`src/verilog/ias_defs.vh`:
```
// Shared constants for the two-wire register port of the converter.
// Assumes every file that includes it runs on the 200 MHz core clock.
`ifndef IAS_DEFS_VH
`define IAS_DEFS_VH

// Fixed upper three bits of the seven-bit slave address.
`define IAS_ADDR_PREFIX 3'h2

// Lower address bits contributed by one strap pin, per resolved level.
`define IAS_STRAP_BITS_HIGH 2'h0
`define IAS_STRAP_BITS_FLOAT 2'h2
`define IAS_STRAP_BITS_LOW 2'h3

// Resolved strap levels.
`define IAS_LVL_HIGH 2'h0
`define IAS_LVL_FLOAT 2'h1
`define IAS_LVL_LOW 2'h2

// Register addresses that the port itself treats specially.
`define IAS_CHAN_REG_ADDR 8'h01
`define IAS_CFG_REG_ADDR 8'h02

// Reset values of the pointer and the configuration register.
`define IAS_PTR_RESET 8'h00
`define IAS_CFG_RESET 16'h0000

// Core clock period and strap settling time, both in ns.
`define IAS_CLK_PERIOD_NS 5
`define IAS_STRAP_SETTLE_NS 1000

// Bit count of one byte on the wire, acknowledge excluded.
`define IAS_BYTE_BITS 4'h8

`endif

```
`src/verilog/ias_sync.v`:
```
// Three-flop input synchroniser with an agreement filter.
// Assumes the input is asynchronous to core_clk; the output is registered.
`timescale 1ns/1ps
`default_nettype none

module ias_sync
#(
   parameter RESET_VALUE = 1'b1
)
(
   input wire core_clk,
   input wire rstn,
   input wire pin_in,
   output reg level
);

   // First stage is read only by the second stage.
   reg stage1;
   // Second and third stages are compared against each other.
   reg stage2;
   reg stage3;

   ////////////////////////////////////////////////////////////////////////
   // A change is accepted once the second and third flops agree, so a
   // single-cycle glitch that reaches only one of them is dropped.
   always @(posedge core_clk)
   begin
      if (!rstn)
      begin
         stage1 <= RESET_VALUE;
         stage2 <= RESET_VALUE;
         stage3 <= RESET_VALUE;
         level <= RESET_VALUE;
      end
      else
      begin
         stage1 <= pin_in;
         stage2 <= stage1;
         stage3 <= stage2;
         if (stage2 == stage3)
         begin
            level <= stage3;
         end
      end
   end

endmodule

`default_nettype wire

```
`src/verilog/ias_strap.v`:
```
// Strap resolver: turns two three-level strap pins into the slave address.
// Assumes each pin is sensed twice by the pad, once under a weak pull-up and
// once under a weak pull-down, and that both senses arrive synchronised.
`timescale 1ns/1ps
`default_nettype none
`include "ias_defs.vh"

module ias_strap
#(
   parameter SETTLE_CYCLES = `IAS_STRAP_SETTLE_NS / `IAS_CLK_PERIOD_NS
)
(
   input wire core_clk,
   input wire rstn,
   input wire low_up_sense,
   input wire low_dn_sense,
   input wire high_up_sense,
   input wire high_dn_sense,
   output reg [6:0] slave_addr,
   output reg addr_valid
);

   // Settling counter started at reset release.
   reg [15:0] settle_cnt;

   // Resolve one pin: high under both pulls, low under both, else floating.
   function [1:0] resolve;
      input up_sense;
      input dn_sense;
      begin
         if (up_sense && dn_sense)
            resolve = `IAS_LVL_HIGH;
         else if (!up_sense && !dn_sense)
            resolve = `IAS_LVL_LOW;
         else
            resolve = `IAS_LVL_FLOAT;
      end
   endfunction

   // Map a resolved level to the two address bits it contributes.
   function [1:0] level_bits;
      input [1:0] lvl;
      begin
         case (lvl)
            `IAS_LVL_HIGH: level_bits = `IAS_STRAP_BITS_HIGH;
            `IAS_LVL_LOW: level_bits = `IAS_STRAP_BITS_LOW;
            default: level_bits = `IAS_STRAP_BITS_FLOAT;
         endcase
      end
   endfunction

   ////////////////////////////////////////////////////////////////////////
   // The straps are caught once, after the settling time following reset,
   // because a floating pin needs the pulls to charge its stray load first.
   always @(posedge core_clk)
   begin
      if (!rstn)
      begin
         settle_cnt <= 16'h0000;
         slave_addr <= 7'h00;
         addr_valid <= 1'b0;
      end
      else if (!addr_valid)
      begin
         if (settle_cnt == SETTLE_CYCLES[15:0])
         begin
            slave_addr <= {`IAS_ADDR_PREFIX,
               level_bits(resolve(high_up_sense, high_dn_sense)),
               level_bits(resolve(low_up_sense, low_dn_sense))};
            addr_valid <= 1'b1;
         end
         else
         begin
            settle_cnt <= settle_cnt + 16'h0001;
         end
      end
   end

endmodule

`default_nettype wire

```
`src/verilog/ias_port.v`:
```
// Two-wire slave register port of the converter: address match, framing,
// pointer, 16-bit register writes and register reads.
// Assumes scl and sda arrive as raw pins; the master makes every clock pulse.
//
// Operation
// - Address upper bits are fixed 010.
// - Low nibble comes from the nine-entry strap map.
// - Each strap resolves to high, low or floating.
// - Both lines high and undriven means idle.
// - Start is sda falling while scl high.
// - Eight data bits then one acknowledge bit.
// - Data changes only while the clock is low.
// - Receiver acknowledges low; missing acknowledge abandons transaction.
// - First byte is address plus direction bit.
// - Direction zero writes, direction one reads.
// - One transaction is either write or read.
// - Repeated start begins a new transaction.
// - Stop is sda rising while scl high.
// - Registers other than channel take two bytes.
// - Write order: address, pointer, high, low byte.
// - Device acknowledges address and every written byte.
// - Further pointer and data groups may follow.
// - Pointer-only write selects register for later reads.
// - Pointer keeps its value across transactions.
// - Master nack on read ends device transmission.
`timescale 1ns/1ps
`default_nettype none
`include "ias_defs.vh"

module ias_port
#(
   parameter SETTLE_CYCLES = `IAS_STRAP_SETTLE_NS / `IAS_CLK_PERIOD_NS
)
(
   input wire core_clk,
   input wire rstn,
   input wire scl_in,
   input wire sda_in,
   output reg sda_out,
   output reg sda_oe,
   input wire addr_strap_pin_low_up,
   input wire addr_strap_pin_low_dn,
   input wire addr_strap_pin_high_up,
   input wire addr_strap_pin_high_dn,
   output reg [7:0] reg_ptr,
   output reg reg_wr_en,
   output reg [7:0] reg_wr_addr,
   output reg [15:0] reg_wr_data,
   output reg reg_rd_strobe,
   input wire [15:0] reg_rd_data,
   output reg [15:0] cfg_reg,
   output reg bus_idle
);

   // Transaction states.
   localparam ST_IDLE = 3'h0;
   localparam ST_ADDR = 3'h1;
   localparam ST_WRITE = 3'h2;
   localparam ST_READ = 3'h3;
   localparam ST_IGNORE = 3'h4;

   // Position of the next received byte inside a write group.
   localparam BY_PTR = 2'h0;
   localparam BY_MSB = 2'h1;
   localparam BY_LSB = 2'h2;
   localparam BY_CHAN = 2'h3;

   // Filtered bus lines.
   wire scl;
   wire sda;
   // Strap-derived address and its ready flag.
   wire [6:0] my_addr;
   wire addr_ready;

   // Previous line values for edge detection.
   reg scl_prev;
   reg sda_prev;
   // Current transaction state.
   reg [2:0] state;
   // Bits received or sent in the current byte.
   reg [3:0] bit_cnt;
   // Receive shift register.
   reg [7:0] shreg;
   // Position of the next write byte.
   reg [1:0] byte_pos;
   // Upper data byte held until the lower one completes the write.
   reg [7:0] msb_hold;
   // Word being sent, and which half of it is on the wire.
   reg [15:0] tx_word;
   reg tx_low_half;
   // Set during the acknowledge bit of the current byte.
   reg ack_phase;

   // Edge events on the filtered lines.
   wire scl_rise = scl && !scl_prev;
   wire scl_fall = !scl && scl_prev;
   wire start_cond = scl && scl_prev && sda_prev && !sda;
   wire stop_cond = scl && scl_prev && !sda_prev && sda;
   // Byte currently being transmitted.
   wire [7:0] tx_byte = tx_low_half ? tx_word[7:0] : tx_word[15:8];

   ////////////////////////////////////////////////////////////////////////
   // Input conditioning and strap capture.

   // Clock line synchroniser; the clock line is never driven here.
   ias_sync #(.RESET_VALUE(1'b1)) u_sync_scl
   (
      .core_clk(core_clk),
      .rstn(rstn),
      .pin_in(scl_in),
      .level(scl)
   );

   // Data line synchroniser.
   ias_sync #(.RESET_VALUE(1'b1)) u_sync_sda
   (
      .core_clk(core_clk),
      .rstn(rstn),
      .pin_in(sda_in),
      .level(sda)
   );

   // Strap sense lines, synchronised before resolution.
   wire low_up;
   wire low_dn;
   wire high_up;
   wire high_dn;

   ias_sync #(.RESET_VALUE(1'b0)) u_sync_lu
   (
      .core_clk(core_clk),
      .rstn(rstn),
      .pin_in(addr_strap_pin_low_up),
      .level(low_up)
   );

   ias_sync #(.RESET_VALUE(1'b0)) u_sync_ld
   (
      .core_clk(core_clk),
      .rstn(rstn),
      .pin_in(addr_strap_pin_low_dn),
      .level(low_dn)
   );

   ias_sync #(.RESET_VALUE(1'b0)) u_sync_hu
   (
      .core_clk(core_clk),
      .rstn(rstn),
      .pin_in(addr_strap_pin_high_up),
      .level(high_up)
   );

   ias_sync #(.RESET_VALUE(1'b0)) u_sync_hd
   (
      .core_clk(core_clk),
      .rstn(rstn),
      .pin_in(addr_strap_pin_high_dn),
      .level(high_dn)
   );

   // Resolver latches the address once after reset.
   ias_strap #(.SETTLE_CYCLES(SETTLE_CYCLES)) u_strap
   (
      .core_clk(core_clk),
      .rstn(rstn),
      .low_up_sense(low_up),
      .low_dn_sense(low_dn),
      .high_up_sense(high_up),
      .high_dn_sense(high_dn),
      .slave_addr(my_addr),
      .addr_valid(addr_ready)
   );

   ////////////////////////////////////////////////////////////////////////
   // Main sequencer. Sampling happens on scl rising, driving on scl
   // falling, so sda only ever moves while the clock is low.
   always @(posedge core_clk)
   begin
      if (!rstn)
      begin
         scl_prev <= 1'b1;
         sda_prev <= 1'b1;
         state <= ST_IDLE;
         bit_cnt <= 4'h0;
         shreg <= 8'h00;
         byte_pos <= BY_PTR;
         msb_hold <= 8'h00;
         tx_word <= 16'h0000;
         tx_low_half <= 1'b0;
         ack_phase <= 1'b0;
         sda_out <= 1'b0;
         sda_oe <= 1'b0;
         reg_ptr <= `IAS_PTR_RESET;
         reg_wr_en <= 1'b0;
         reg_wr_addr <= 8'h00;
         reg_wr_data <= 16'h0000;
         reg_rd_strobe <= 1'b0;
         cfg_reg <= `IAS_CFG_RESET;
         bus_idle <= 1'b1;
      end
      else
      begin
         scl_prev <= scl;
         sda_prev <= sda;
         reg_wr_en <= 1'b0;
         reg_rd_strobe <= 1'b0;
         // Idle only when nothing is driven, both lines are high and no
         // transaction is open.
         bus_idle <= scl && sda && !sda_oe && (state == ST_IDLE);
         if (start_cond)
         begin
            // Start or repeated start abandons whatever was open; a half
            // finished write group is simply dropped.
            state <= addr_ready ? ST_ADDR : ST_IGNORE;
            bit_cnt <= 4'h0;
            ack_phase <= 1'b0;
            sda_oe <= 1'b0;
         end
         else if (stop_cond)
         begin
            // Pending upper byte is discarded without a write.
            state <= ST_IDLE;
            sda_oe <= 1'b0;
            ack_phase <= 1'b0;
         end
         else
         begin
            case (state)
               ST_ADDR, ST_WRITE:
               begin
                  if (scl_rise && !ack_phase)
                  begin
                     shreg <= {shreg[6:0], sda};
                     bit_cnt <= bit_cnt + 4'h1;
                  end
                  else if (scl_fall && ack_phase)
                  begin
                     // End of the acknowledge bit: release the line.
                     ack_phase <= 1'b0;
                     sda_oe <= 1'b0;
                  end
                  else if (scl_fall && bit_cnt == `IAS_BYTE_BITS)
                  begin
                     bit_cnt <= 4'h0;
                     if (state == ST_ADDR)
                     begin
                        if (shreg[7:1] == my_addr)
                        begin
                           sda_oe <= 1'b1;
                           ack_phase <= 1'b1;
                           if (shreg[0])
                           begin
                              // Read: word of the held pointer is loaded now.
                              state <= ST_READ;
                              tx_word <= reg_rd_data;
                              tx_low_half <= 1'b0;
                              reg_rd_strobe <= 1'b1;
                           end
                           else
                           begin
                              state <= ST_WRITE;
                              byte_pos <= BY_PTR;
                           end
                        end
                        else
                        begin
                           // Not ours: stay off the line until next start.
                           state <= ST_IGNORE;
                        end
                     end
                     else
                     begin
                        // Every written byte is acknowledged.
                        sda_oe <= 1'b1;
                        ack_phase <= 1'b1;
                        case (byte_pos)
                           BY_PTR:
                           begin
                              // Pointer persists beyond this transaction.
                              reg_ptr <= shreg;
                              byte_pos <= (shreg == `IAS_CHAN_REG_ADDR) ?
                                 BY_CHAN : BY_MSB;
                           end
                           BY_MSB:
                           begin
                              msb_hold <= shreg;
                              byte_pos <= BY_LSB;
                           end
                           BY_LSB:
                           begin
                              // Both bytes in: commit, then expect a new
                              // pointer for a further group.
                              reg_wr_en <= 1'b1;
                              reg_wr_addr <= reg_ptr;
                              reg_wr_data <= {msb_hold, shreg};
                              if (reg_ptr == `IAS_CFG_REG_ADDR)
                              begin
                                 cfg_reg <= {msb_hold, shreg};
                              end
                              byte_pos <= BY_PTR;
                           end
                           default:
                           begin
                              // Channel register takes a single byte.
                              reg_wr_en <= 1'b1;
                              reg_wr_addr <= reg_ptr;
                              reg_wr_data <= {8'h00, shreg};
                              byte_pos <= BY_PTR;
                           end
                        endcase
                     end
                  end
               end
               ST_READ:
               begin
                  if (scl_fall && ack_phase && sda_oe)
                  begin
                     // End of our own address acknowledge: first data bit.
                     ack_phase <= 1'b0;
                     sda_oe <= !tx_byte[7];
                     bit_cnt <= 4'h1;
                  end
                  else if (scl_rise && ack_phase)
                  begin
                     // Master acknowledge sampled; a high level ends sending.
                     if (sda)
                     begin
                        state <= ST_IGNORE;
                        ack_phase <= 1'b0;
                     end
                  end
                  else if (scl_fall && ack_phase)
                  begin
                     // Acked: next byte of the word, or the word again.
                     ack_phase <= 1'b0;
                     bit_cnt <= 4'h1;
                     if (tx_low_half)
                     begin
                        tx_low_half <= 1'b0;
                        tx_word <= reg_rd_data;
                        reg_rd_strobe <= 1'b1;
                        sda_oe <= !reg_rd_data[15];
                     end
                     else
                     begin
                        tx_low_half <= 1'b1;
                        sda_oe <= !tx_word[7];
                     end
                  end
                  else if (scl_fall && bit_cnt == `IAS_BYTE_BITS)
                  begin
                     // Release for the master's acknowledge bit.
                     sda_oe <= 1'b0;
                     ack_phase <= 1'b1;
                     bit_cnt <= 4'h0;
                  end
                  else if (scl_fall)
                  begin
                     // Open drain: drive only for a zero bit.
                     sda_oe <= !tx_byte[3'h7 - bit_cnt[2:0]];
                     bit_cnt <= bit_cnt + 4'h1;
                  end
               end
               ST_IGNORE:
               begin
                  // Line stays released until a start or stop.
                  sda_oe <= 1'b0;
               end
               default:
               begin
                  sda_oe <= 1'b0;
               end
            endcase
         end
      end
   end

endmodule

`default_nettype wire

```
`config.mk`:
```
export PLATFORM = sky130hd
export DESIGN_NAME = ias_port
export DESIGN_NICKNAME = d
export VERILOG_FILES = /design/src/verilog/ias_sync.v /design/src/verilog/ias_strap.v /design/src/verilog/ias_port.v
export VERILOG_INCLUDE_DIRS = /design/src /design/src/verilog
export SDC_FILE = /design/constraint.sdc
export NUM_CORES = 1
export LEC_CHECK = 0
export BUFFER_PORTS_ARGS = -buffer_cell sky130_fd_sc_hd__buf_4
export CAP_MARGIN = 5
export CORE_MARGIN = 2
export CORE_UTILIZATION = 62
export DETAILED_ROUTE_END_ITERATION = 10
export PLACE_DENSITY_LB_ADDON = 0.3
export SLEW_MARGIN = 10
export SYNTH_ARGS = -nofsm -noshare
export SYNTH_HDL_FRONTEND = slang
export SYNTH_HIERARCHICAL = 1
export SYNTH_SLANG_ARGS = --single-unit
```
`constraint.sdc`:
```
create_clock -name core_clk -period 5.84 [get_ports core_clk]
set_clock_uncertainty 0.2 [all_clocks]
set_input_delay 0.292 -clock core_clk [delete_from_list [all_inputs] [get_ports core_clk]]
set_output_delay 0.292 -clock core_clk [all_outputs]
set_load 0.02 [all_outputs]
```
# [Word-level counts from Yosys, hierarchy flattened]
# Index checks and enable logic that the tools add are counted.
[op_classes] add_sub_neg=3 order_cmp=1 n_eq_ne=45 mux=97 bitwise_logic=11 reduce_logical=58
[op_table] cell="16-bit two-way mux" n=10
[op_table] cell="16-bit one-hot mux with 2 select lines" n=2
[op_table] cell="1-bit two-way mux" n=41
[op_table] cell="8-bit AND reduction" n=5
[op_table] cell="3-bit two-way mux" n=11
[op_table] cell="4-bit two-way mux" n=8
[op_table] cell="2-bit two-way mux" n=14
[op_table] cell="4-bit inequality test (second input constant)" n=7
[op_table] cell="2-bit inequality test (second input constant)" n=11
[op_table] cell="1-bit logical AND" n=19
[op_table] cell="16-bit by 1-bit adder with 16-bit output (second input constant)" n=1
[op_table] cell="16-bit by 8-bit equality test with 1-bit output (second input constant)" n=1
[op_table] cell="1-bit zero test" n=14
[op_table] cell="13-bit AND reduction" n=1
[op_table] cell="3-bit inequality test (second input constant)" n=4
[op_table] cell="2-bit one-hot mux with 2 select lines" n=3
[op_table] cell="12-bit AND reduction" n=1
[op_table] cell="6-bit AND reduction" n=2
[op_table] cell="1-bit inverter" n=11
[op_table] cell="5-bit inequality test (second input constant)" n=2
[op_table] cell="9-bit AND reduction" n=1
[op_table] cell="8-bit by 1-bit equality test with 1-bit output (second input constant)" n=1
[op_table] cell="8-bit by 2-bit equality test with 1-bit output (second input constant)" n=1
[op_table] cell="8-bit two-way mux" n=1
[op_table] cell="other kinds (26)" n=43
[word_totals] regBits=143 in_bits=24 out_inout_bits=53 elab_cells=260

# [Logic depth before layout (Yosys ltp)]
# Gate-level depths: netlist (run 1).
[depth] depth_word=10 ltp_mapped=9 depth_no_buf=7

# [Cells and area by module]
# The synthesis (run 1) kept the hierarchy.
[by_module_without_submodules] mod="ias_port" n_inst=1 cells_per_inst=472 area_each_um2=4401.7 seq_area_each_um2=1941.9
[by_module_without_submodules] mod="ias_strap" n_inst=1 cells_per_inst=118 area_each_um2=1074.8 seq_area_each_um2=440.4
[by_module_without_submodules] mod="ias_sync at u_sync_hd ..." n_inst=4 cells_per_inst=10 area_each_um2=116.4 seq_area_each_um2=80.1
[by_module_without_submodules] mod="ias_sync at u_sync_scl ..." n_inst=2 cells_per_inst=10 area_each_um2=112.6 seq_area_each_um2=80.1

# [Worst setup path before layout (run 1)]
# Ideal clock, no wire load.
[synth_timing] path_type="flip-flop to flip-flop" startpoint="reg bit_cnt[1]" endpoint="reg cfg_reg[5]" setup_ns=0.128 arrival_time_ns=2.065 required_time_ns=5.512 path_slack_ns=3.448 stages_incl_launch_ff=10 n_path_buf=2 synth_period_minus_slack_ns=2.392 path_cell_list="dfxtp_1 clkbuf_1 inv_1 ha_1 and3b_2 nand4_2 nor4_4 buf_6 mux2i_1 nor2_1"
[synth_between] elab_chain_cells=3
[synth_lines] item="start: declaration" line="ias_port.v:81" source="reg [3:0] bit_cnt;"
[synth_lines] item="start signal: assignment" line="ias_port.v:234" source="bit_cnt <= bit_cnt + 4'h1;"
[synth_lines] item="start signal: assignment" line="ias_port.v:361" source="bit_cnt <= bit_cnt + 4'h1;"
[synth_lines] item="4-bit equality test (no line)"
[synth_lines] item="1-bit logical AND (no line)"
[synth_lines] item="9-bit AND reduction (no line)"
[synth_lines] item="end signal: assignment" line="ias_port.v:198" source="cfg_reg <= `IAS_CFG_RESET;"
[synth_lines] item="end signal: assignment" line="ias_port.v:298" source="cfg_reg <= {msb_hold, shreg};"
[synth_lines] item="end: declaration" line="ias_port.v:51" source="output reg [15:0] cfg_reg,"
# No other way between the ends.
# A chain may end at the register's enable or synchronous reset.

# [Worst setup path after layout (run 1)]
[layout_timing] startpoint="reg bit_cnt[1]" endpoint="reg tx_word[9]"
[layout_between] elab_chain_cells=4
[layout_lines] item="4-bit equality test (no line)"
[layout_lines] item="1-bit logical AND (no line)"
[layout_lines] item="2-bit inequality test (no line)"
[layout_lines] item="13-bit AND reduction (no line)"
[layout_lines] item="end signal: assignment" line="ias_port.v:255" source="tx_word <= reg_rd_data;"
[layout_lines] item="end signal: assignment" line="ias_port.v:340" source="tx_word <= reg_rd_data;"
[layout_lines] item="end: declaration" line="ias_port.v:89" source="reg [15:0] tx_word;"
# No other way between the ends.

==> results of run 1 <==
## per-layer routing
| layer | part of all wire | GRT usage | vias to the layer above |
|---|---|---|---|
| li1 | - | - | 2401 |
| met1 | 0.43 | 0.3344 | 2395 |
| met2 | 0.51 | 0.4640 | 138 |
| met3 | 0.043 | 0.05286 | 21 |
| met4 | 0.013 | 0.08012 | 0 |
| met5 | 0 | 0 | - |
## kinds of logic after synthesis
| kind of cell | synth area share |
|---|---|
| and+or+nand+nor | 0.2151 |
| DFF | 0.4642 |
| muxes | 0.1475 |
| AOI/OAI and AO/OA | 0.09231 |
| buffers and inverters | 0.04605 |
| xor gates and xnor gates | 0.02556 |
| adders and majority gates | 0.008116 |
| other | 0.001218 |
## through the flow
step | power (uW) | utilization | hold slack, ns
floorplan | 1040 | - | 0.1650
CTS | 2049 | 0.7677 | 0.09829
global route | 2102 | 0.7677 | 0.1371
finish | 2042 | 0.7677 | 0.1012
detailed placement | 1059 | 0.6889 | 0.1914
global placement | 1058 | 0.6889 | 0.1910
## layout make-up
type	count	share of cell area
Clock inverter	13	0.01407
Clock buffer	19	0.05913
Tap cell	133	0.02228
Multi-Input combinational cell	449	0.4049
Inverter	15	0.007538
Sequential cell	143	0.3833
Timing Repair Buffer	101	0.1089
## worst max-delay path by stage
stage	to	cells after the start	slack, ns
after global placement	byte_pos[1]$_SDFFE_PN0P_	4	3.32
after floorplan	cfg_reg[5]$_SDFFE_PN0P_	9	3.45
after detailed placement	byte_pos[1]$_SDFFE_PN0P_	4	3.25
after global routing	tx_word[9]$_SDFFE_PN0P_	7	3.06
after CTS	tx_word[9]$_SDFFE_PN0P_	7	3.25
final	tx_word[9]$_SDFFE_PN0P_	7	3.25
## power by group through the flow
stage                     Sequential (uW)  Clock (uW)  Combinational, uW
after detailed placement             1010           0               50.0
after floorplan                      1010           0               32.2
after CTS                             988         999               62.0
after global routing                  989        1040               69.6
after global placement               1010           0               48.3
final                                 988         992               62.3
## Yosys cell counts, types with 3 or more instances
master | count | area (um^2)
a22oi_1 | 8 | 60.06
or3_1 | 3 | 18.77
and2_1 | 9 | 56.30
xnor2_1 | 15 | 131.4
and3_1 | 3 | 18.77
nand3b_1 | 4 | 30.03
nor4_1 | 7 | 43.79
nor4b_1 | 3 | 26.28
nor2_1 | 87 | 326.6
clkbuf_1 | 23 | 86.33
nor3_1 | 9 | 45.04
and2_2 | 4 | 30.03
nand2_1 | 61 | 229.0
o31ai_1 | 3 | 22.52
or4_1 | 4 | 30.03
a211oi_1 | 3 | 22.52
o21ai_0 | 15 | 75.07
nand2b_1 | 16 | 100.1
ha_1 | 4 | 50.05
nand4_1 | 5 | 31.28
nor4_4 | 3 | 63.81
o21ai_1 | 6 | 30.03
dfxtp_1 | 143 | 2863
buf_2 | 11 | 55.05
a311oi_1 | 3 | 26.28
o21a_1 | 3 | 22.52
mux2i_1 | 83 | 830.8
buf_4 | 6 | 45.04
a21oi_1 | 15 | 75.07
xor2_1 | 3 | 26.28
nand3_1 | 13 | 65.06
inv_1 | 14 | 52.55
a21boi_1 | 4 | 30.03
nor2b_1 | 4 | 25.02
mux2_2 | 3 | 33.78
a31oi_1 | 4 | 25.02
## worst max-delay path, stage by stage (launching register included)
cell and delay (ns):
dfxtp_1 0.42, inv_1 0.15, ha_1 0.18, nand3b_1 0.22
o32ai_4 0.34, o2111ai_2 0.20, nor2_4 0.52, mux2i_1 0.27
## what timing repair did
action,in CTS,in global routing
hold buffers,22,0
endpoints found under the setup margin,0,0
endpoints found under the hold margin,22,0
==> run summary, run 1 <==
Outcome: complete, no violations
YS warnings: 6
Synthesized area: 0.006167 mm^2
# DRC: 0
Clock buffer depth: 2
Global-route usage over all layers: 0.2663
GRT overflow: 0
Period minus WS final: 2.590 ns
Most common cell after layout, fill and taps aside: dfxtp_1
Slew @ Worst Pin: 1.060 ns
Worst Hold Endpoint: sda_prev$_SDFF_PN1_
Worst Setup SP: bit_cnt[1]$_SDFFE_PP0P_
Switching Share: 0.2334
TNS Setup: 0 ns
Clk network pwr share: 0.486
Final #Nets: 755
Logic pwr share: 0.031
Hold path cells: 2
Antenna-violating nets left: 0
Post-synthesis cell count: 650
Std cell rows: 36
Initial detailed-routing violation count: 380
Register-to-Register Path Depth: 7
Rel. slew slack: 0.2924
Max Cap Violations: 0
# resized after CTS: 0
WL/cell: 16.08 um
DP Worst Slack: 3.251 ns
Fillers: 668
Placed Area: 0.006703 mm^2
Most common flop cell mapped by yosys: dfxtp_1
H-tree levels: 4
CTS sink count: 143
CTS tree: done
Setup bufs post-CTS: 0
Wire length of the first global-routing pass: 23450 um
Number of synthesized flops with an enable pin: 0
Die W: 103.7 um
Crit path DAT: 2.83 ns
I/O pins: 77
Commonest non-fill, non-tap cells in the layout: dfxtp_1, nor2_1, mux2i_1
Worst setup SP type: register
Seq pwr share: 0.484
Slew Viols, Final: 0
Post-detailed-placement half-perimeter wirelength: 8876 um
Design area: 0.007470 mm^2
Die area: 0.01076 mm^2
Vias in the first global route: 4811
Vias post-DR: 4955
Peak VDD IR: 240.9 uV
Worst r2r dst: tx_word[9]$_SDFFE_PN0P_
Post-synthesis sequential area ratio: 0.4642
Worst-path clk slew: 0.07 ns
CP Class: register to register
Min-delay src: rstn
Switching power: 476.5 uW
Syn_area_per_cell: 9.488 um^2
Placer Congestion: 0.8565
DRT Pass-1 Iters: 5
Synthesis-to-finish area growth: 21.12%
P per Cell Area: 273.4 mW/mm^2
Placed cells: 819
Synth Register Bits: 143
Register area: 0.002863 mm^2
Multi-input gate area: 0.003024 mm^2
Hold Fails Final Rpt: 0
Critical Path Sink Type: register
FF-to-FF setup slack: 3.25 ns
Port Buf Inserts: 75
Fmax: 386.1 MHz
RSZ-0062 raised after global routing: no
Reg2reg start: bit_cnt[1]$_SDFFE_PP0P_
Async S/R FF share, synth: 0
Leak: 0.002991 uW
Die height: 103.7 um
Pin count of the biggest net entering global routing: 82
Setup WS post-layout: 3.250 ns
Core area: 0.009729 mm^2
Initial antenna violation count: 0
Pint: 1565 uW
Worst Path Max Fanout: 16
Initial core utilization: 0.6339
Num CTS Buffers: 17
Clock root buffer: clkbuf_8
Hold Path Class: input pin to register
Via density: 5.676
Period Utilization, post-route: 0.4435
Count of cell types in the netlist: 74
Clk Latency, worst-skew pair: 0.52 ns
CP Data Required Time: 6.08 ns
Final setup fails: 0
Number of diodes: 0
Post-Layout Cell Count: 873
Final WL: 14040 um
Ratio of cells with drive above 1 in the final layout: 0.1878
Power figures use the tool's default switching activity.
==> run 2, diff against run 1 <==
CORE_UTILIZATION = 58   (was 62)
clock period = 2.4 ns   (was 5.84 ns; I/O delays follow)
==> run 2 against run 1 <==
Effect of this change: via count is 2.0% higher; sequential share of layout area decreased by 1.5 points; die area up 6.6%; wire length is 2.4% higher; flip-flop and latch count did not move; total power rose to 2.5 times the previous value; combinational power grew to 2.7 times the previous value; clock power rose to 2.7 times the previous value; sequential power increased by 140%; maximum frequency increased by 13%; final area rose by 4.1%.
==> run summary, run 2 (same netlist as run 1, synthesis figures left out) <==
Outcome: complete, no violations
Period minus WS final: 2.286 ns (-0.3042 ns)
Std cell rows: 37 (+2.8%)
FF-to-FF setup slack: 0.11 ns (-3.14 ns)
Max Cap Violations: 0 (unchanged)
Initial antenna violation count: 0 (unchanged)
CTS sink count: 143 (unchanged)
Via density: 5.618 (-1.0%)
Number of diodes: 0 (unchanged)
Worst Path Max Fanout: 16 (unchanged)
Leak: 0.003149 uW (+5.3%)
Most common cell after layout, fill and taps aside: dfxtp_1
GRT overflow: 0 (unchanged)
Ratio of cells with drive above 1 in the final layout: 0.2081 (+0.02028)
Vias in the first global route: 4955 (+3.0%)
Core area: 0.01032 mm^2 (+6.1%)
Worst setup SP type: register
Clock root buffer: clkbuf_8
Reg2reg start: state[2]$_SDFFE_PN0P_
Hold Path Class: input pin to register
Die area: 0.01147 mm^2 (+6.6%)
Final hold slack: 0.1332 ns (+0.03209 ns)
Clock buffer depth: 2 (unchanged)
Worst-path clk slew: 0.06 ns (about the same)
H-tree levels: 4 (unchanged)
CTS tree: done
WL/cell: 15.97 um (-0.69%)
Final setup fails: 0 (unchanged)
Die height: 107.1 um (+3.3%)
Slew @ Worst Pin: 0.5110 ns (-0.5488 ns)
Register-to-Register Path Depth: 7 (unchanged)
Worst r2r dst: cfg_reg[13]$_SDFFE_PN0P_
Hold Fails Final Rpt: 0 (unchanged)
Min-delay src: sda_in
CP Data Required Time: 2.60 ns (-3.48 ns)
Period Utilization, post-route: 0.9525 (+0.5090)
RSZ-0062 raised after global routing: no
CP Class: register to register
Initial detailed-routing violation count: 298 (-22%)
# DRC: 0 (unchanged)
Peak VDD IR: 711.5 uV (+200%)
P per Cell Area: 669.7 mW/mm^2 (+140%)
Slew Viols, Final: 0 (unchanged)
Commonest non-fill, non-tap cells in the layout: dfxtp_1, buf_4, nor2_1
Clk Latency, worst-skew pair: 0.52 ns (about the same)
Global-route usage over all layers: 0.2595 (-0.006798)
Rel. slew slack: 0.6589 (+0.3665)
Num CTS Buffers: 17 (unchanged)
Wire length of the first global-routing pass: 23730 um (+1.2%)
Port Buf Inserts: 75 (unchanged)
Initial core utilization: 0.5974 (-0.03649)
Synthesis-to-finish area growth: 26.05%
TNS Setup: 0 ns (unchanged)
Pin count of the biggest net entering global routing: 47 (-43%)
Placer Congestion: 0.9360 (+9.3%)
Die W: 107.1 um (+3.3%)
Critical Path Sink Type: register
Vias post-DR: 5056 (+2.0%)
Worst Hold Endpoint: u_sync_sda/stage1$_SDFF_PN1_
Fmax: 437.4 MHz (+13%)
Post-detailed-placement half-perimeter wirelength: 9322 um (+5.0%)
Final WL: 14370 um (+2.4%)
DRT Pass-1 Iters: 5 (unchanged)
Hold path cells: 3 (+1)
I/O pins: 77 (unchanged)
Final #Nets: 779 (+3.2%)
Crit path DAT: 2.48 ns (-0.35 ns)
Antenna-violating nets left: 0 (unchanged)
[run 2: metrics by stage]
stage	cells	power [uW]	instance area, um^2	setup WS, ns	util
after floorplan	651	2532	6171	0.007615	-
final	900	5206	7774	0.1139	0.7530
after detailed placement	841	2588	6887	0.1246	0.6671
after global routing	900	5372	7774	0.0007057	0.7530
after global placement	841	2582	6887	0.2196	0.6671
after CTS	900	5231	7752	0.09908	0.7509
[run 2: what timing repair did]
item                                    in CTS  in global routing
endpoints found under the hold margin       53                  0
setup buffers                                0                  0
resized for setup                            0                  6
endpoints found under the setup margin       0                 15
hold buffers                                27                  0
[run 2: metal layers]
layer  GRT usage  up-vias  wire length [um]
li1            -     2445                 -
met1      0.3080     2447              5988
met2      0.4620      139              7514
met3     0.05714       25               657
met4     0.08627        0               212
met5           0        -                 0
[run 2: worst max-delay path by stage]
stage | start | end | slack (ns) | depth (start not counted)
after global routing | bit_cnt[0]$_SDFFE_PP0P_ | tx_word[3]$_SDFFE_PN0P_ | 0.0007 | 8
after detailed placement | bit_cnt[0]$_SDFFE_PP0P_ | bit_cnt[3]$_SDFFE_PP0P_ | 0.12 | 7
after floorplan | bit_cnt[1]$_SDFFE_PP0P_ | cfg_reg[5]$_SDFFE_PN0P_ | 0.008 | 9
final | state[2]$_SDFFE_PN0P_ | cfg_reg[13]$_SDFFE_PN0P_ | 0.11 | 7
after CTS | bit_cnt[0]$_SDFFE_PP0P_ | bit_cnt[3]$_SDFFE_PP0P_ | 0.1 | 7
after global placement | state[1]$_SDFFE_PN0P_ | msb_hold[7]$_SDFFE_PN0P_ | 0.22 | 5
[run 2: layout make-up]
cell class,count,area (um^2)
Sequential cell,143,2865
Clock inverter,11,156.4
Inverter,15,56.30
Multi-Input combinational cell,449,3043
Tap cell,136,170.2
Clock buffer,21,439.2
Fill cell,692,2550
Timing Repair Buffer,125,1044
[run 2: worst max-delay path, cell delays in order (launching register included)]
cell and delay (ns):
dfxtp_1 0.62, nor2b_1 0.19, nor2b_1 0.17, buf_4 0.17
nor4_4 0.30, buf_12 0.21, mux2i_1 0.23, nor2_1 0.06
[run 2: power by group]
group | switching (uW) | total (uW) | internal, uW
Clock | 1010 | 2630 | 1620
Sequential | 14.3 | 2410 | 2390
Combinational | 84.0 | 168 | 83.9
==> run 3, diff against run 2 <==
ABC_AREA = 1   (was not set)
SETUP_SLACK_MARGIN = 0.1   (was not set)
==> run 3 against run 2 <==
Effect of this change: sequential power about the same; total power up 2.6%; maximum frequency up 5.0%; synthesized cell count up 33%; combinational power up 83%; die area up 2.3%; critical path type unchanged; sequential share of layout area down 0.93 points; final cell count up 26%.
==> run summary, run 3 <==
Area contributors post-synth: dfxtp_1, nor2_1, nand2_1
Ratio of cells with drive above 1 in the final layout: 0.1774 (-0.03076)
Critical Path Sink Type: register
Final WL: 15390 um (+7.1%)
Slew Viols, Final: 0 (unchanged)
Max Cap Violations: 0 (unchanged)
Number of synthesized flops with an enable pin: 0 (unchanged)
CTS tree: done
Initial core utilization: 0.5876 (-0.009818)
Placed Area: 0.006995 mm^2 (+1.6%)
Final hold slack: 0.1602 ns (+0.02699 ns)
RSZ-0062 raised after global routing: yes
Final #Nets: 1013 (+30%)
Most common flop cell mapped by yosys: dfxtp_1
Top cell type's share of synthesized area: 0.4534 (-0.01076)
DRT Pass-1 Iters: 4 (-1)
Design area: 0.007968 mm^2 (+2.5%)
Largest family of logic cells by synthesized area: simple AND/OR/NAND/NOR gates
Global-route usage over all layers: 0.2641 (+0.004659)
Pin count of the biggest net entering global routing: 99 (+110%)
Async S/R FF share, synth: 0 (unchanged)
TNS Setup: 0 ns (unchanged)
Die area: 0.01174 mm^2 (+2.3%)
Post-detailed-placement half-perimeter wirelength: 9682 um (+3.9%)
Crit path DAT: 2.43 ns (-0.05 ns)
Std cell rows: 38 (+2.7%)
I/O pins: 77 (unchanged)
Period Utilization, post-route: 0.9071 (-0.04541)
H-tree levels: 4 (unchanged)
Die W: 108.3 um (+1.1%)
Initial detailed-routing violation count: 521 (+75%)
Worst setup SP type: register
Clk Latency, worst-skew pair: 0.52 ns (about the same)
Clock root buffer: clkbuf_8
Worst-path clk slew: 0.07 ns (about the same)
Worst Path Max Fanout: 7 (-9)
# DRC: 0 (unchanged)
Post-Synth Simple-Gate Area: 0.2687 (+0.05367)
Hold Path Class: input pin to register
Placer Congestion: 0.9741 (+4.1%)
Most common cell after layout, fill and taps aside: nor2_1
Count of cell types in the netlist: 40 (-46%)
Slew @ Worst Pin: 0.5264 ns (+0.01540 ns)
Period minus WS final: 2.177 ns (-0.1090 ns)
Antenna-violating nets left: 0 (unchanged)
Rel. slew slack: 0.6487 (-0.01019)
Die height: 108.3 um (+1.1%)
Syn_area_per_cell: 7.290 um^2 (-23%)
GRT overflow: 0 (unchanged)
Synthesis-to-finish area growth: 26.20%
Clock buffer depth: 2 (unchanged)
Synth Register Bits: 143 (unchanged)
Commonest non-fill, non-tap cells in the layout: nor2_1, nand2_1, dfxtp_1
Number of diodes: 0 (unchanged)
Wire length of the first global-routing pass: 24580 um (+3.6%)
Vias in the first global route: 5286 (+6.7%)
CP Data Required Time: 2.66 ns (+0.06 ns)
Synth Area in Compound Gates: 0.1599 (+0.06762)
Area leader, netlist: dfxtp_1
Hold Fails Final Rpt: 0 (unchanged)
Port Buf Inserts: 75 (unchanged)
Synthesized area: 0.006314 mm^2 (+2.4%)
CTS sink count: 143 (unchanged)
Most frequent cell after synthesis: nor2_1
Multiplexer area fraction after synthesis: 0 (-0.1475)
Leak: 0.003478 uW (+10%)
Outcome: complete, no violations
Post-synthesis adder-cell area fraction: 0.007927 (-0.0001882)
Final setup fails: 0 (unchanged)
Synth Area in XOR/XNOR: 0.01526 (-0.01030)
WL/cell: 13.52 um (-15%)
Num CTS Buffers: 17 (unchanged)
Post-synthesis cell count: 866 (+33%)
CP Class: register to register
Peak VDD IR: 694.2 uV (-2.4%)
Post-synthesis sequential area ratio: 0.4534 (-0.01076)
Vias post-DR: 5966 (+18%)
Via density: 5.243 (-6.7%)
Fmax: 459.3 MHz (+5.0%)
P per Cell Area: 670.3 mW/mm^2 (about the same)
Initial antenna violation count: 0 (unchanged)
YS warnings: 6 (unchanged)
Core area: 0.01075 mm^2 (+4.1%)
Post-synth top cells: nor2_1, dfxtp_1, nand2_1
==> run 3: per-layer routing <==
| metal | routed length [um] | GRT usage | vias up | share of wire |
|---|---|---|---|---|
| li1 | - | - | 3026 | - |
| met1 | 6664 | 0.3375 | 2689 | 0.43 |
| met5 | 0 | 0 | - | 0 |
| met2 | 7320 | 0.4447 | 229 | 0.48 |
| met3 | 1170 | 0.05425 | 22 | 0.076 |
| met4 | 233 | 0.09158 | 0 | 0.015 |
==> run 3: cell families (layout without fill, tap and decap cells) <==
family	after synthesis	in the layout
compound gates	190	190
buf+inv	139	268
flops	143	143
other cells	2	3
simple gates	377	379
xor+xnor	11	11
fa+ha+maj	4	4
==> run 3: what timing repair did <==
item | in CTS | in global routing
endpoints found under the hold margin | 61 | 0
buffers inserted | 0 | 8
gates resized for setup | 1 | 6
cloned | 0 | 2
hold buffers | 29 | 0
pin swaps | 0 | 2
setup endpoints to repair | 4 | 40
==> run 3: cell type report <==
| class | instances | area [um^2] |
|---|---|---|
| fillers | 808 | 2778 |
| clock buffers | 18 | 427.9 |
| multi-input cells | 587 | 2899 |
| well taps | 140 | 175.2 |
| repair buffers | 126 | 1031 |
| inverters | 110 | 415.4 |
| clock inverters | 14 | 156.4 |
| flip-flops and latches | 143 | 2863 |
==> run 3: metrics by stage <==
stage          std cells  total power [uW]  setup slack (ns)  utilization
2_1_floorplan        867              2665            0.4581            -
3_5_place_dp        1067              2751           0.07405       0.6510
5_1_grt             1138              5494           0.04477       0.7415
6_report            1138              5341            0.2229       0.7415
4_1_cts             1128              5359            0.1554       0.7331
3_3_place_gp        1067              2748            0.1442       0.6510
==> run 3: worst max-delay path, stage by stage (launching register included) <==
cell	delay (ns)
dfxtp_1	0.34
inv_1	0.13
ha_1	0.16
nand3_1	0.08
nor2_2	0.14
nand2_1	0.16
inv_2	0.14
nand3_4	0.17
nor2_2	0.31
o21ai_0	0.13
a21oi_1	0.14
==> run 3: final timing paths <==
path | slack [ns] | endpoint | start | cells past startpoint
worst max-delay path | 0.22 | msb_hold[2]$_SDFFE_PN0P_ | bit_cnt[1]$_SDFFE_PP0P_ | 10
worst min-delay path | 0.16 | tx_word[8]$_SDFFE_PN0P_ | reg_rd_data[8] | 4
worst max register to register | 0.22 | msb_hold[2]$_SDFFE_PN0P_ | bit_cnt[1]$_SDFFE_PP0P_ | 10
worst min register to register | 0.20 | u_sync_sda/stage2$_SDFF_PN1_ | u_sync_sda/stage1$_SDFF_PN1_ | 2
==> run 3: power by group <==
part,internal [uW],total (uW),switching [uW],leakage [uW]
combinational,131,307,176,0.00204
sequential,2410,2440,32.4,0.00116
clock,1530,2600,1070,0.000280
total,4060,5340,1280,0.00348
